[src/rtl/arar_map.svh]
// register offsets, field positions and reset values of the range/alarm bank
`ifndef ARAR_MAP_SVH
`define ARAR_MAP_SVH

// byte addresses
`define ARAR_RANGE_B0      8'h14
`define ARAR_RANGE_B1      8'h15
`define ARAR_RANGE_B2      8'h16
`define ARAR_RANGE_B3      8'h17
`define ARAR_ALARM_B0      8'h20
`define ARAR_ALARM_B1      8'h21
`define ARAR_ALARM_B2      8'h22
`define ARAR_ALARM_B3      8'h23
`define ARAR_IRQ_STAT      8'h30
`define ARAR_IRQ_MASK      8'h31

// range register fields
`define ARAR_REFOFF_BIT    6
`define ARAR_RANGE_MSB     3
`define ARAR_RANGE_RST     4'h0
`define ARAR_REFOFF_RST    1'b0

// alarm register fields
`define ARAR_ACT_SUP_LO    15
`define ARAR_ACT_SUP_HI    14
`define ARAR_ACT_IN_LO     11
`define ARAR_ACT_IN_HI     10
`define ARAR_LAT_SUP_LO    7
`define ARAR_LAT_SUP_HI    6
`define ARAR_LAT_IN_LO     5
`define ARAR_LAT_IN_HI     4
`define ARAR_ANY_BIT       0

// interrupt status/mask bits
`define ARAR_IRQ_TRIP      0
`define ARAR_IRQ_RANGE     1
`define ARAR_IRQ_RST       2'h0

`endif

[src/rtl/arar_pkg.sv]
// types of the range/alarm register bank
package arar_pkg;

    // raw comparator results of one conversion
    typedef struct packed {
        logic supply_low;
        logic supply_high;
        logic input_low;
        logic input_high;
    } arar_cmp_type;

    // register port request
    typedef struct packed {
        logic [7:0] addr;
        logic [7:0] wdata;
        logic       wr;
        logic       rd;
    } arar_req_type;

    // decoded span of the range field
    typedef struct packed {
        logic       bipolar;
        logic [3:0] span_x1000; // span in reference multiples, thousandths
        logic       legal;
    } arar_dummy_type;

    typedef enum logic [2:0] {
        ARAR_SPAN_NONE = 3'h0,
        ARAR_SPAN_3    = 3'h1,
        ARAR_SPAN_2P5  = 3'h2,
        ARAR_SPAN_1P5  = 3'h3,
        ARAR_SPAN_1P25 = 3'h4,
        ARAR_SPAN_P625 = 3'h5
    } arar_span_type;

    typedef struct packed {
        logic          bipolar;
        arar_span_type span;
    } arar_range_type;

    // whole state of the bank
    typedef struct packed {
        logic [3:0]   range_sel;
        logic         internal_ref_off;
        arar_cmp_type active;
        arar_cmp_type latched;
        logic [1:0]   irq_stat;
        logic [1:0]   irq_mask;
        logic [7:0]   rdata;
        logic         irq;
        logic         ref_en;
        arar_range_type range;
    } arar_state_type;

endpackage

[src/rtl/arar_regs.sv]
// range-selection and alarm-flag register bank with byte access
//
// Our own choice: strobed register access.
`timescale 1ns/1ns
`include "arar_map.svh"

// ****************************************************************
// contract
// ****************************************************************
// Contract
// - range register reads zero except bit 6 and bits 3-0
// - bit 6 high disables internal reference; resets to 0
// - codes 0000b-0100b select bipolar spans 3, 2.5, 1.5, 1.25, 0.625
// - codes 1000b-1011b select unipolar spans; field resets to zero
// - range register upper bytes sit at 15h, 16h, 17h
// - alarm register read-only, flags reset 0, upper half reads zero
// - bit 15 active supply low, bit 14 active supply high
// - bit 11 active input low, bit 10 active input high
// - bit 7 latched supply low, bit 6 latched supply high
// - bit 5 latched input low, bit 4 latched input high
// - bit 0 is OR of latched flags; other gaps read zero
// - alarm register bytes sit at 20h, 21h, 22h, 23h
// - range low byte at 14h; reset clears range and reference bit
module arar_regs #(
    // register port address width
    parameter int ADDR_W = 8
) (
    // clock and reset
    input  wire logic                  clk,
    input  wire logic                  rst_n,
    input  wire logic                  clk_en,
    // register port
    input  wire logic [ADDR_W-1:0]     addr,
    input  wire logic [7:0]            wdata,
    input  wire logic                  wr,
    input  wire logic                  rd,
    output logic      [7:0]            rdata,
    // comparator results
    input  wire logic                  conv_done,
    input  wire arar_pkg::arar_cmp_type cmp,
    // to the converter
    output logic                       ref_en,
    output arar_pkg::arar_range_type   range,
    // interrupt
    output logic                       irq
);

    arar_pkg::arar_state_type s_q;
    arar_pkg::arar_state_type s_d;

    // ****************************************************************
    // parameter check
    // ****************************************************************
    if (ADDR_W != 8) begin : g_bad_addr_w
        $error("register port address must be eight bits wide");
    end

    // ****************************************************************
    // helpers
    // ****************************************************************
    function automatic arar_pkg::arar_range_type decode_range(
        input logic [3:0] code);
        arar_pkg::arar_range_type r;
        r.bipolar = ~code[3];
        case (code)
            4'h0, 4'h8: r.span = arar_pkg::ARAR_SPAN_3;
            4'h1, 4'h9: r.span = arar_pkg::ARAR_SPAN_2P5;
            4'h2, 4'hA: r.span = arar_pkg::ARAR_SPAN_1P5;
            4'h3, 4'hB: r.span = arar_pkg::ARAR_SPAN_1P25;
            4'h4:       r.span = arar_pkg::ARAR_SPAN_P625;
            default:    r.span = arar_pkg::ARAR_SPAN_NONE;
        endcase
        return r;
    endfunction

    function automatic logic [15:0] alarm_low(
        input arar_pkg::arar_cmp_type act,
        input arar_pkg::arar_cmp_type lat);
        logic [15:0] v;
        v = 16'h0000;
        v[`ARAR_ACT_SUP_LO] = act.supply_low;
        v[`ARAR_ACT_SUP_HI] = act.supply_high;
        v[`ARAR_ACT_IN_LO]  = act.input_low;
        v[`ARAR_ACT_IN_HI]  = act.input_high;
        v[`ARAR_LAT_SUP_LO] = lat.supply_low;
        v[`ARAR_LAT_SUP_HI] = lat.supply_high;
        v[`ARAR_LAT_IN_LO]  = lat.input_low;
        v[`ARAR_LAT_IN_HI]  = lat.input_high;
        v[`ARAR_ANY_BIT]    = |lat;
        return v;
    endfunction

    // ****************************************************************
    // next state
    // ****************************************************************
    always_comb begin
        logic [15:0]            alarm_word;
        logic [7:0]             range_byte;
        logic                   alarm_rd;
        arar_pkg::arar_cmp_type trip;
        logic                   range_wr;
        alarm_word = alarm_low(s_q.active, s_q.latched);
        range_byte = 8'h00;
        range_byte[`ARAR_REFOFF_BIT] = s_q.internal_ref_off;
        range_byte[`ARAR_RANGE_MSB:0] = s_q.range_sel;
        alarm_rd = rd && (addr == `ARAR_ALARM_B0 ||
                          addr == `ARAR_ALARM_B1);
        trip = conv_done ? cmp : '0;
        range_wr = wr && addr == `ARAR_RANGE_B0;
        s_d = s_q;
        // read data, one cycle after the strobe
        s_d.rdata = 8'h00;
        if (rd) begin
            case (addr)
                `ARAR_RANGE_B0: s_d.rdata = range_byte;
                `ARAR_RANGE_B1: s_d.rdata = 8'h00;
                `ARAR_RANGE_B2: s_d.rdata = 8'h00;
                `ARAR_RANGE_B3: s_d.rdata = 8'h00;
                `ARAR_ALARM_B0: s_d.rdata = alarm_word[7:0];
                `ARAR_ALARM_B1: s_d.rdata = alarm_word[15:8];
                `ARAR_ALARM_B2: s_d.rdata = 8'h00;
                `ARAR_ALARM_B3: s_d.rdata = 8'h00;
                `ARAR_IRQ_STAT: s_d.rdata = {6'h00, s_q.irq_stat};
                `ARAR_IRQ_MASK: s_d.rdata = {6'h00, s_q.irq_mask};
                default:        s_d.rdata = 8'h00;
            endcase
        end
        // writes; alarm bytes ignore writes
        if (range_wr) begin
            s_d.internal_ref_off = wdata[`ARAR_REFOFF_BIT];
            s_d.range_sel = wdata[`ARAR_RANGE_MSB:0];
        end
        if (wr && addr == `ARAR_IRQ_MASK) begin
            s_d.irq_mask = wdata[1:0];
        end
        // flags: active follows each conversion, latched sticky until read
        if (conv_done) begin
            s_d.active = cmp;
        end
        if (alarm_rd) begin
            s_d.latched = '0;
        end
        s_d.latched = s_d.latched | trip;
        // interrupt status: read clears, new event wins
        if (rd && addr == `ARAR_IRQ_STAT) begin
            s_d.irq_stat = `ARAR_IRQ_RST;
        end
        if (|trip) begin
            s_d.irq_stat[`ARAR_IRQ_TRIP] = 1'b1;
        end
        if (range_wr) begin
            s_d.irq_stat[`ARAR_IRQ_RANGE] = 1'b1;
        end
        s_d.irq = |(s_d.irq_stat & s_d.irq_mask);
        s_d.ref_en = ~s_d.internal_ref_off;
        s_d.range = decode_range(s_d.range_sel);
    end

    // ****************************************************************
    // state register
    // ****************************************************************
    always_ff @(posedge clk or negedge rst_n) begin
        if (!rst_n) begin
            s_q <= '0;
            s_q.range_sel <= `ARAR_RANGE_RST;
            s_q.internal_ref_off <= `ARAR_REFOFF_RST;
            s_q.ref_en <= 1'b1;
            s_q.range.bipolar <= 1'b1;
            s_q.range.span <= arar_pkg::ARAR_SPAN_3;
        end else if (clk_en) begin
            s_q <= s_d;
        end
    end

    assign rdata  = s_q.rdata;
    assign ref_en = s_q.ref_en;
    assign range  = s_q.range;
    assign irq    = s_q.irq;

    // ****************************************************************
    // checks
    // ****************************************************************
    range_read_a: assert property (@(posedge clk) disable iff (!rst_n)
        clk_en && rd && addr == `ARAR_RANGE_B0 |=>
        (rdata & 8'hB0) == 8'h00 &&
        rdata[3:0] == $past(s_q.range_sel))
        else $error("range byte reserved bits not zero");

    ref_ctrl_a: assert property (@(posedge clk) disable iff (!rst_n)
        clk_en && wr && addr == `ARAR_RANGE_B0 |=>
        ##1 ref_en == !$past(wdata[6], 2))
        else $error("reference enable does not follow write");

    bip_span_a: assert property (@(posedge clk) disable iff (!rst_n)
        s_q.range_sel == 4'h4 |->
        range.bipolar && range.span == arar_pkg::ARAR_SPAN_P625)
        else $error("bipolar span decode wrong");

    uni_span_a: assert property (@(posedge clk) disable iff (!rst_n)
        clk_en && wr && addr == `ARAR_RANGE_B0 && wdata[3:0] == 4'h8
        ##1 clk_en |=> !range.bipolar &&
        range.span == arar_pkg::ARAR_SPAN_3)
        else $error("unipolar span decode wrong");

    upper_zero_a: assert property (@(posedge clk) disable iff (!rst_n)
        clk_en && rd && (addr == `ARAR_RANGE_B2 || addr == `ARAR_ALARM_B3)
        |=> rdata == 8'h00)
        else $error("upper byte not zero");

    alarm_ro_a: assert property (@(posedge clk) disable iff (!rst_n)
        clk_en && wr && addr == `ARAR_ALARM_B1 && !conv_done && !rd
        |=> s_q.active == $past(s_q.active))
        else $error("alarm register changed by write");

    act_flags_a: assert property (@(posedge clk) disable iff (!rst_n)
        clk_en && conv_done ##1 clk_en && rd && addr == `ARAR_ALARM_B1
        |=> rdata[7] == $past(cmp.supply_low, 2) &&
        rdata[2] == $past(cmp.input_high, 2))
        else $error("active flag mismatch");

    any_or_a: assert property (@(posedge clk) disable iff (!rst_n)
        clk_en && rd && addr == `ARAR_ALARM_B0 |=>
        rdata[0] == |rdata[7:4] && rdata[3:1] == 3'h0)
        else $error("summary flag not OR of latched flags");

    trip_hold_a: assert property (@(posedge clk) disable iff (!rst_n)
        clk_en && conv_done && cmp.input_low ##1
        (clk_en && !(rd && addr inside {`ARAR_ALARM_B0, `ARAR_ALARM_B1}))
        [*2] |-> s_q.latched.input_low)
        else $error("latched flag lost before read");

    // ****************************************************************
    // checks: range register
    // ****************************************************************
    range_wr_a: assert property (@(posedge clk) disable iff (!rst_n)
        clk_en && wr && addr == `ARAR_RANGE_B0 |=>
        s_q.range_sel == $past(wdata[`ARAR_RANGE_MSB:0]) &&
        s_q.internal_ref_off == $past(wdata[`ARAR_REFOFF_BIT]))
        else $error("range write not stored");

    range_hold_a: assert property (@(posedge clk) disable iff (!rst_n)
        clk_en && wr && addr inside {`ARAR_RANGE_B1, `ARAR_RANGE_B2,
        `ARAR_RANGE_B3} |=> s_q.range_sel == $past(s_q.range_sel) &&
        s_q.internal_ref_off == $past(s_q.internal_ref_off))
        else $error("upper range byte write changed state");

    range_hi_a: assert property (@(posedge clk) disable iff (!rst_n)
        clk_en && rd && addr inside {`ARAR_RANGE_B1, `ARAR_RANGE_B2,
        `ARAR_RANGE_B3} |=> rdata == 8'h00)
        else $error("upper range byte not zero");

    ref_follow_a: assert property (@(posedge clk) disable iff (!rst_n)
        ref_en == !s_q.internal_ref_off)
        else $error("reference enable not inverse of disable bit");

    bip_3_a: assert property (@(posedge clk) disable iff (!rst_n)
        s_q.range_sel == 4'h0 |->
        range.bipolar && range.span == arar_pkg::ARAR_SPAN_3)
        else $error("code 0 decode wrong");

    bip_2p5_a: assert property (@(posedge clk) disable iff (!rst_n)
        s_q.range_sel == 4'h1 |->
        range.bipolar && range.span == arar_pkg::ARAR_SPAN_2P5)
        else $error("code 1 decode wrong");

    bip_1p5_a: assert property (@(posedge clk) disable iff (!rst_n)
        s_q.range_sel == 4'h2 |->
        range.bipolar && range.span == arar_pkg::ARAR_SPAN_1P5)
        else $error("code 2 decode wrong");

    bip_1p25_a: assert property (@(posedge clk) disable iff (!rst_n)
        s_q.range_sel == 4'h3 |->
        range.bipolar && range.span == arar_pkg::ARAR_SPAN_1P25)
        else $error("code 3 decode wrong");

    uni_2p5_a: assert property (@(posedge clk) disable iff (!rst_n)
        s_q.range_sel == 4'h9 |->
        !range.bipolar && range.span == arar_pkg::ARAR_SPAN_2P5)
        else $error("code 9 decode wrong");

    uni_1p5_a: assert property (@(posedge clk) disable iff (!rst_n)
        s_q.range_sel == 4'hA |->
        !range.bipolar && range.span == arar_pkg::ARAR_SPAN_1P5)
        else $error("code A decode wrong");

    uni_1p25_a: assert property (@(posedge clk) disable iff (!rst_n)
        s_q.range_sel == 4'hB |->
        !range.bipolar && range.span == arar_pkg::ARAR_SPAN_1P25)
        else $error("code B decode wrong");

    span_none_a: assert property (@(posedge clk) disable iff (!rst_n)
        s_q.range_sel inside {4'h5, 4'h6, 4'h7, 4'hC, 4'hD, 4'hE,
        4'hF} |-> range.span == arar_pkg::ARAR_SPAN_NONE)
        else $error("unused code decodes to a span");

    // ****************************************************************
    // checks: alarm register
    // ****************************************************************
    alarm_hi_a: assert property (@(posedge clk) disable iff (!rst_n)
        clk_en && rd && addr inside {`ARAR_ALARM_B2, `ARAR_ALARM_B3}
        |=> rdata == 8'h00)
        else $error("upper alarm byte not zero");

    lat_read_a: assert property (@(posedge clk) disable iff (!rst_n)
        clk_en && rd && addr == `ARAR_ALARM_B0 |=>
        rdata[7:4] == $past(s_q.latched))
        else $error("latched flags read wrong");

    act_read_a: assert property (@(posedge clk) disable iff (!rst_n)
        clk_en && rd && addr == `ARAR_ALARM_B1 |=>
        {rdata[7:6], rdata[3:2]} == $past(s_q.active) &&
        rdata[5:4] == 2'h0 && rdata[1:0] == 2'h0)
        else $error("active flags read wrong");

    act_take_a: assert property (@(posedge clk) disable iff (!rst_n)
        clk_en && conv_done |=> s_q.active == $past(cmp))
        else $error("active flags not taken from conversion");

    act_keep_a: assert property (@(posedge clk) disable iff (!rst_n)
        clk_en && !conv_done |=> s_q.active == $past(s_q.active))
        else $error("active flags changed without conversion");

    lat_set_a: assert property (@(posedge clk) disable iff (!rst_n)
        clk_en && conv_done |=>
        (s_q.latched & $past(cmp)) == $past(cmp))
        else $error("latched flag not set by conversion");

    lat_clear_a: assert property (@(posedge clk) disable iff (!rst_n)
        clk_en && rd && addr inside {`ARAR_ALARM_B0, `ARAR_ALARM_B1} &&
        !conv_done |=> s_q.latched == '0)
        else $error("latched flags not cleared by read");

    // ****************************************************************
    // checks: interrupt and read port
    // ****************************************************************
    irq_level_a: assert property (@(posedge clk) disable iff (!rst_n)
        irq == |(s_q.irq_stat & s_q.irq_mask))
        else $error("interrupt level wrong");

    stat_read_a: assert property (@(posedge clk) disable iff (!rst_n)
        clk_en && rd && addr == `ARAR_IRQ_STAT |=>
        rdata == {6'h00, $past(s_q.irq_stat)})
        else $error("interrupt status read wrong");

    stat_clear_a: assert property (@(posedge clk) disable iff (!rst_n)
        clk_en && rd && !wr && addr == `ARAR_IRQ_STAT && !conv_done |=>
        s_q.irq_stat == `ARAR_IRQ_RST)
        else $error("interrupt status not cleared by read");

    rdata_idle_a: assert property (@(posedge clk) disable iff (!rst_n)
        clk_en && !rd |=> rdata == 8'h00)
        else $error("read data outside read cycle");

    state_freeze_a: assert property (@(posedge clk) disable iff (!rst_n)
        !clk_en |=> s_q == $past(s_q))
        else $error("state changed while clock enable low");

endmodule

[config.mk]
export PLATFORM = sky130hd
export DESIGN_NAME = arar_regs
export DESIGN_NICKNAME = d
export VERILOG_FILES = /design/src/rtl/arar_pkg.sv /design/src/rtl/arar_regs.sv
export VERILOG_INCLUDE_DIRS = /design/src /design/src/rtl
export SDC_FILE = /design/constraint.sdc
export NUM_CORES = 1
export LEC_CHECK = 0
export ABC_AREA = 1
export ABC_CLOCK_PERIOD_IN_PS = 1900
export BUFFER_PORTS_ARGS = -buffer_cell sky130_fd_sc_hd__buf_2
export CAP_MARGIN = 20
export CORE_MARGIN = 2
export CORE_UTILIZATION = 30
export DETAILED_ROUTE_END_ITERATION = 16
export SETUP_SLACK_MARGIN = 0.05
export SLEW_MARGIN = 10
export SYNTH_ARGS = -nofsm -noshare
export SYNTH_HDL_FRONTEND = slang
export SYNTH_SLANG_ARGS = --single-unit
[constraint.sdc]
create_clock -name clk -period 1.9 [get_ports clk]
set_input_delay 0.57 -clock clk [delete_from_list [all_inputs] [get_ports clk]]
set_output_delay 0.57 -clock clk [all_outputs]
set_load 0.02 [all_outputs]
==> metrics.txt <==
CP Launch Point=addr[3]; #FFs+latches synth=31; CP max-delay cell=ha_1; first-pass GRT wire length=~6.7 mm; diodes inserted=0; Syn Nets=approximately 260; crit path cell chain=buf_2 -> inv_2 -> nand2_1 -> nor2_4 -> nand3_4 -> o21ai_0 -> inv_1 -> ha_1 -> nand3_1 -> nand2_1; die height=approximately 80 µm; Data arrival, critical path=about 1.9 ns; CTS tree=yes; detailed placement HPWL=approximately 3.2 mm; post-CTS setup buffer count=0; GR Util All Layers=between 10% and 20%; critical path endpoint category=flop; share of post-route cells with drive strength above 1=between 30% and 40%; register area share after synthesis=43.4%; switching share of power=approximately 27%; vias in the first global route=1492; crit path kind=input port to flop; TritonCTS buffer count=5; total net switching power=about 0.00040 W; row count=28; Cell Area, Synth=around 1800 µm²; Num Clock Sinks=31; CP endpoint=range[1]$_DFFE_PN0P_; CP Launch Type=input port; htree depth=2; fin crit share=between 80 and 90%; internal power=between 0.001 and 0.0015 W; wire length per cell=between 10 and 15 µm; hold buffers post-CTS=0; commonest non-fill, non-tap cells in the layout=nand2_1, buf_2, dfrtp_1, inv_1, nand3_1; reg2reg setup slack=0.71 ns; Synth cell types=26; routed vias/inst=about 4.4; RR Startpoint=s_q[28]$_DFFE_PN0P_; area delta synth->final=21.3%; FMAX=between 500 and 600 MHz; FF-to-FF path depth=8; Reg power frac=around half; clock share of power=about 34%; antenna violations before repair=0; CP Max Fanout=4; Syn Area/Cell=approximately 7.6 µm²; Initial Util=a little under a third; Longest Clk Path Bufs=2; Die ar.=~6600 µm²; initial DRC count=58; core area=5850 µm²; total power=between 0.001 and 0.0015 W; Hold WC Path Type=input port to async pin; Core Util, Final=between 30% and 40%; fillcell total=between 600 and 700; remaining antenna violation count after routing=0; maximum vdd ir drop=around 0.20 mV; max-cap violations=0; unrepaired setup endpoints after global routing=no; IO Port Bufs=36; Pins Over Slew Limit=0; Largest stage delay, worst path=0.30 ns; clk_lat worst skew=approximately 0.28 ns; cell mode on critical path=nand2_1; Root Buffer=clkbuf_8; via count=around 1.6k; # IOs=40; DRT Wirelength=roughly 3.9 mm; Gates resized, CTS repair=0; synth warn=0; Worst-path clk slew=0.06 ns; status=finished, final reports clean; Setup Viol. Count Final=0; Post-Syn Instances=236; final setup skew=approximately 0.0039 ns; first-pass iteration count of the detailed router=4; RD Place Congestion=0.846; Final Critical Period=roughly 1.7 ns; Gate power share=roughly 16%; slew margin rel.=54.1%; P_leak=roughly 1.2 nW; Least-Margin Pin Slew=approximately 0.69 ns; # placed instances=about 350; final hold vios=0; die span in x=just over 80 µm; RR Endpoint=range[0]$_DFFE_PN1P_; global route overflow=0; Critical Path RT=slightly above 2 ns; Hold WS=between 0.3 and 0.4 ns; largest net degree at the start of global routing=32; fin cells=between 300 and 400; drc violations=0; PwrDens=681 nW/µm²; final net count=roughly 310; most common cell after layout, fill and taps aside=nand2_1
[power by group through the flow]
stage               registers [W]  clock network (W)  logic [W]
finish                   0.000740           0.000512   0.000234
detailed placement       0.000751                  0   0.000239
global placement         0.000751                  0   0.000234
global route             0.000748           0.000567   0.000265
floorplan                0.000755                  0   0.000139
CTS                      0.000741           0.000530   0.000239
[final cells by class]
class	instances	area (µm²)	area share, %
sequential	31	779	35.7
timing repair buffer	55	323	14.8
inverter	30	113	5.16
tap	75	93.8	4.30
clock buffer	6	82.6	3.79
clock inverter	1	5.00	0.229
multi-input combinational	156	785	36.0
[cells in the mapped netlist]
cell type	count	area share, %
ha_1	2	1.4
nand2_2	6	2.1
o21ai_1	2	0.56
o22ai_1	4	1.4
a31oi_1	3	1.0
buf_1	1	0.21
o211ai_1	1	0.42
buf_2	4	1.1
dfstp_2	3	4.4
o21bai_1	1	0.42
o21ai_0	12	3.3
inv_1	27	5.6
nor2_2	3	1.0
nand2_1	65	14
nor2_4	4	2.5
inv_2	3	0.63
o21a_1	1	0.42
dfrtp_1	28	39
nand3_2	2	1.1
buf_4	12	5.0
clkbuf_1	2	0.42
nor4_2	1	0.70
nand4_1	6	2.1
nand3_1	26	7.2
nand3_4	1	0.97
nor2_1	16	3.3
[worst max-delay path, delay by kind of cell]
kind                     cells  cell delay (ns)
AO/OA/AOI/OAI                1             0.26
adder cells (fa/ha/maj)      1             0.30
buffers and inverters        3             0.24
AND/OR/NAND/NOR              5             0.48
[flip-flops by register name, summed over array words and instances, names as in the netlist, named ones only]
| register | count |
|---|---|
| irq | 1 |
| ref_en | 1 |
| s_q | 16 |
| rdata | 8 |
| range | 4 |
[metal layers]
metal | wire length (µm) | track usage [%] | vias to the layer above
li1 | - | - | 829
met1 | 1890 | 17.2 | 697
met2 | 1770 | 20.9 | 31
met3 | 186 | 3.41 | 4
met4 | 65 | 6.27 | 0
met5 | 0 | 0 | -
[cell families (layout without fill, tap and decap cells)]
family	after synthesis	after routing	synth area share, %
compound gates	24	24	7.59
buf+inv	49	92	13.0
simple gates	130	130	34.7
flops	31	31	43.4
fa+ha+maj	2	2	1.39
[how the worst min path moves through the flow]
stage | to | cells past startpoint
finish | range[2]$_DFFE_PN0P_ | 1
global route | s_q[26]$_DFFE_PN0P_ | 1
global placement | ref_en$_DFFE_PN1P_ | 2
floorplan | async pin | 0
detailed placement | ref_en$_DFFE_PN1P_ | 2
CTS | range[2]$_DFFE_PN0P_ | 1
[stage by stage]
step / instance area, µm² / TNS, ns / worst slack, ns
after floorplan: 1800 / 0 / 0.158
after CTS: 2180 / 0 / 0.208
after global routing: 2180 / 0 / 0.0844
after detailed placement: 2090 / -0.245 / -0.0885
final: 2180 / 0 / 0.209
after global placement: 2090 / -0.119 / -0.0508
(Power assumes the default switching activity.)
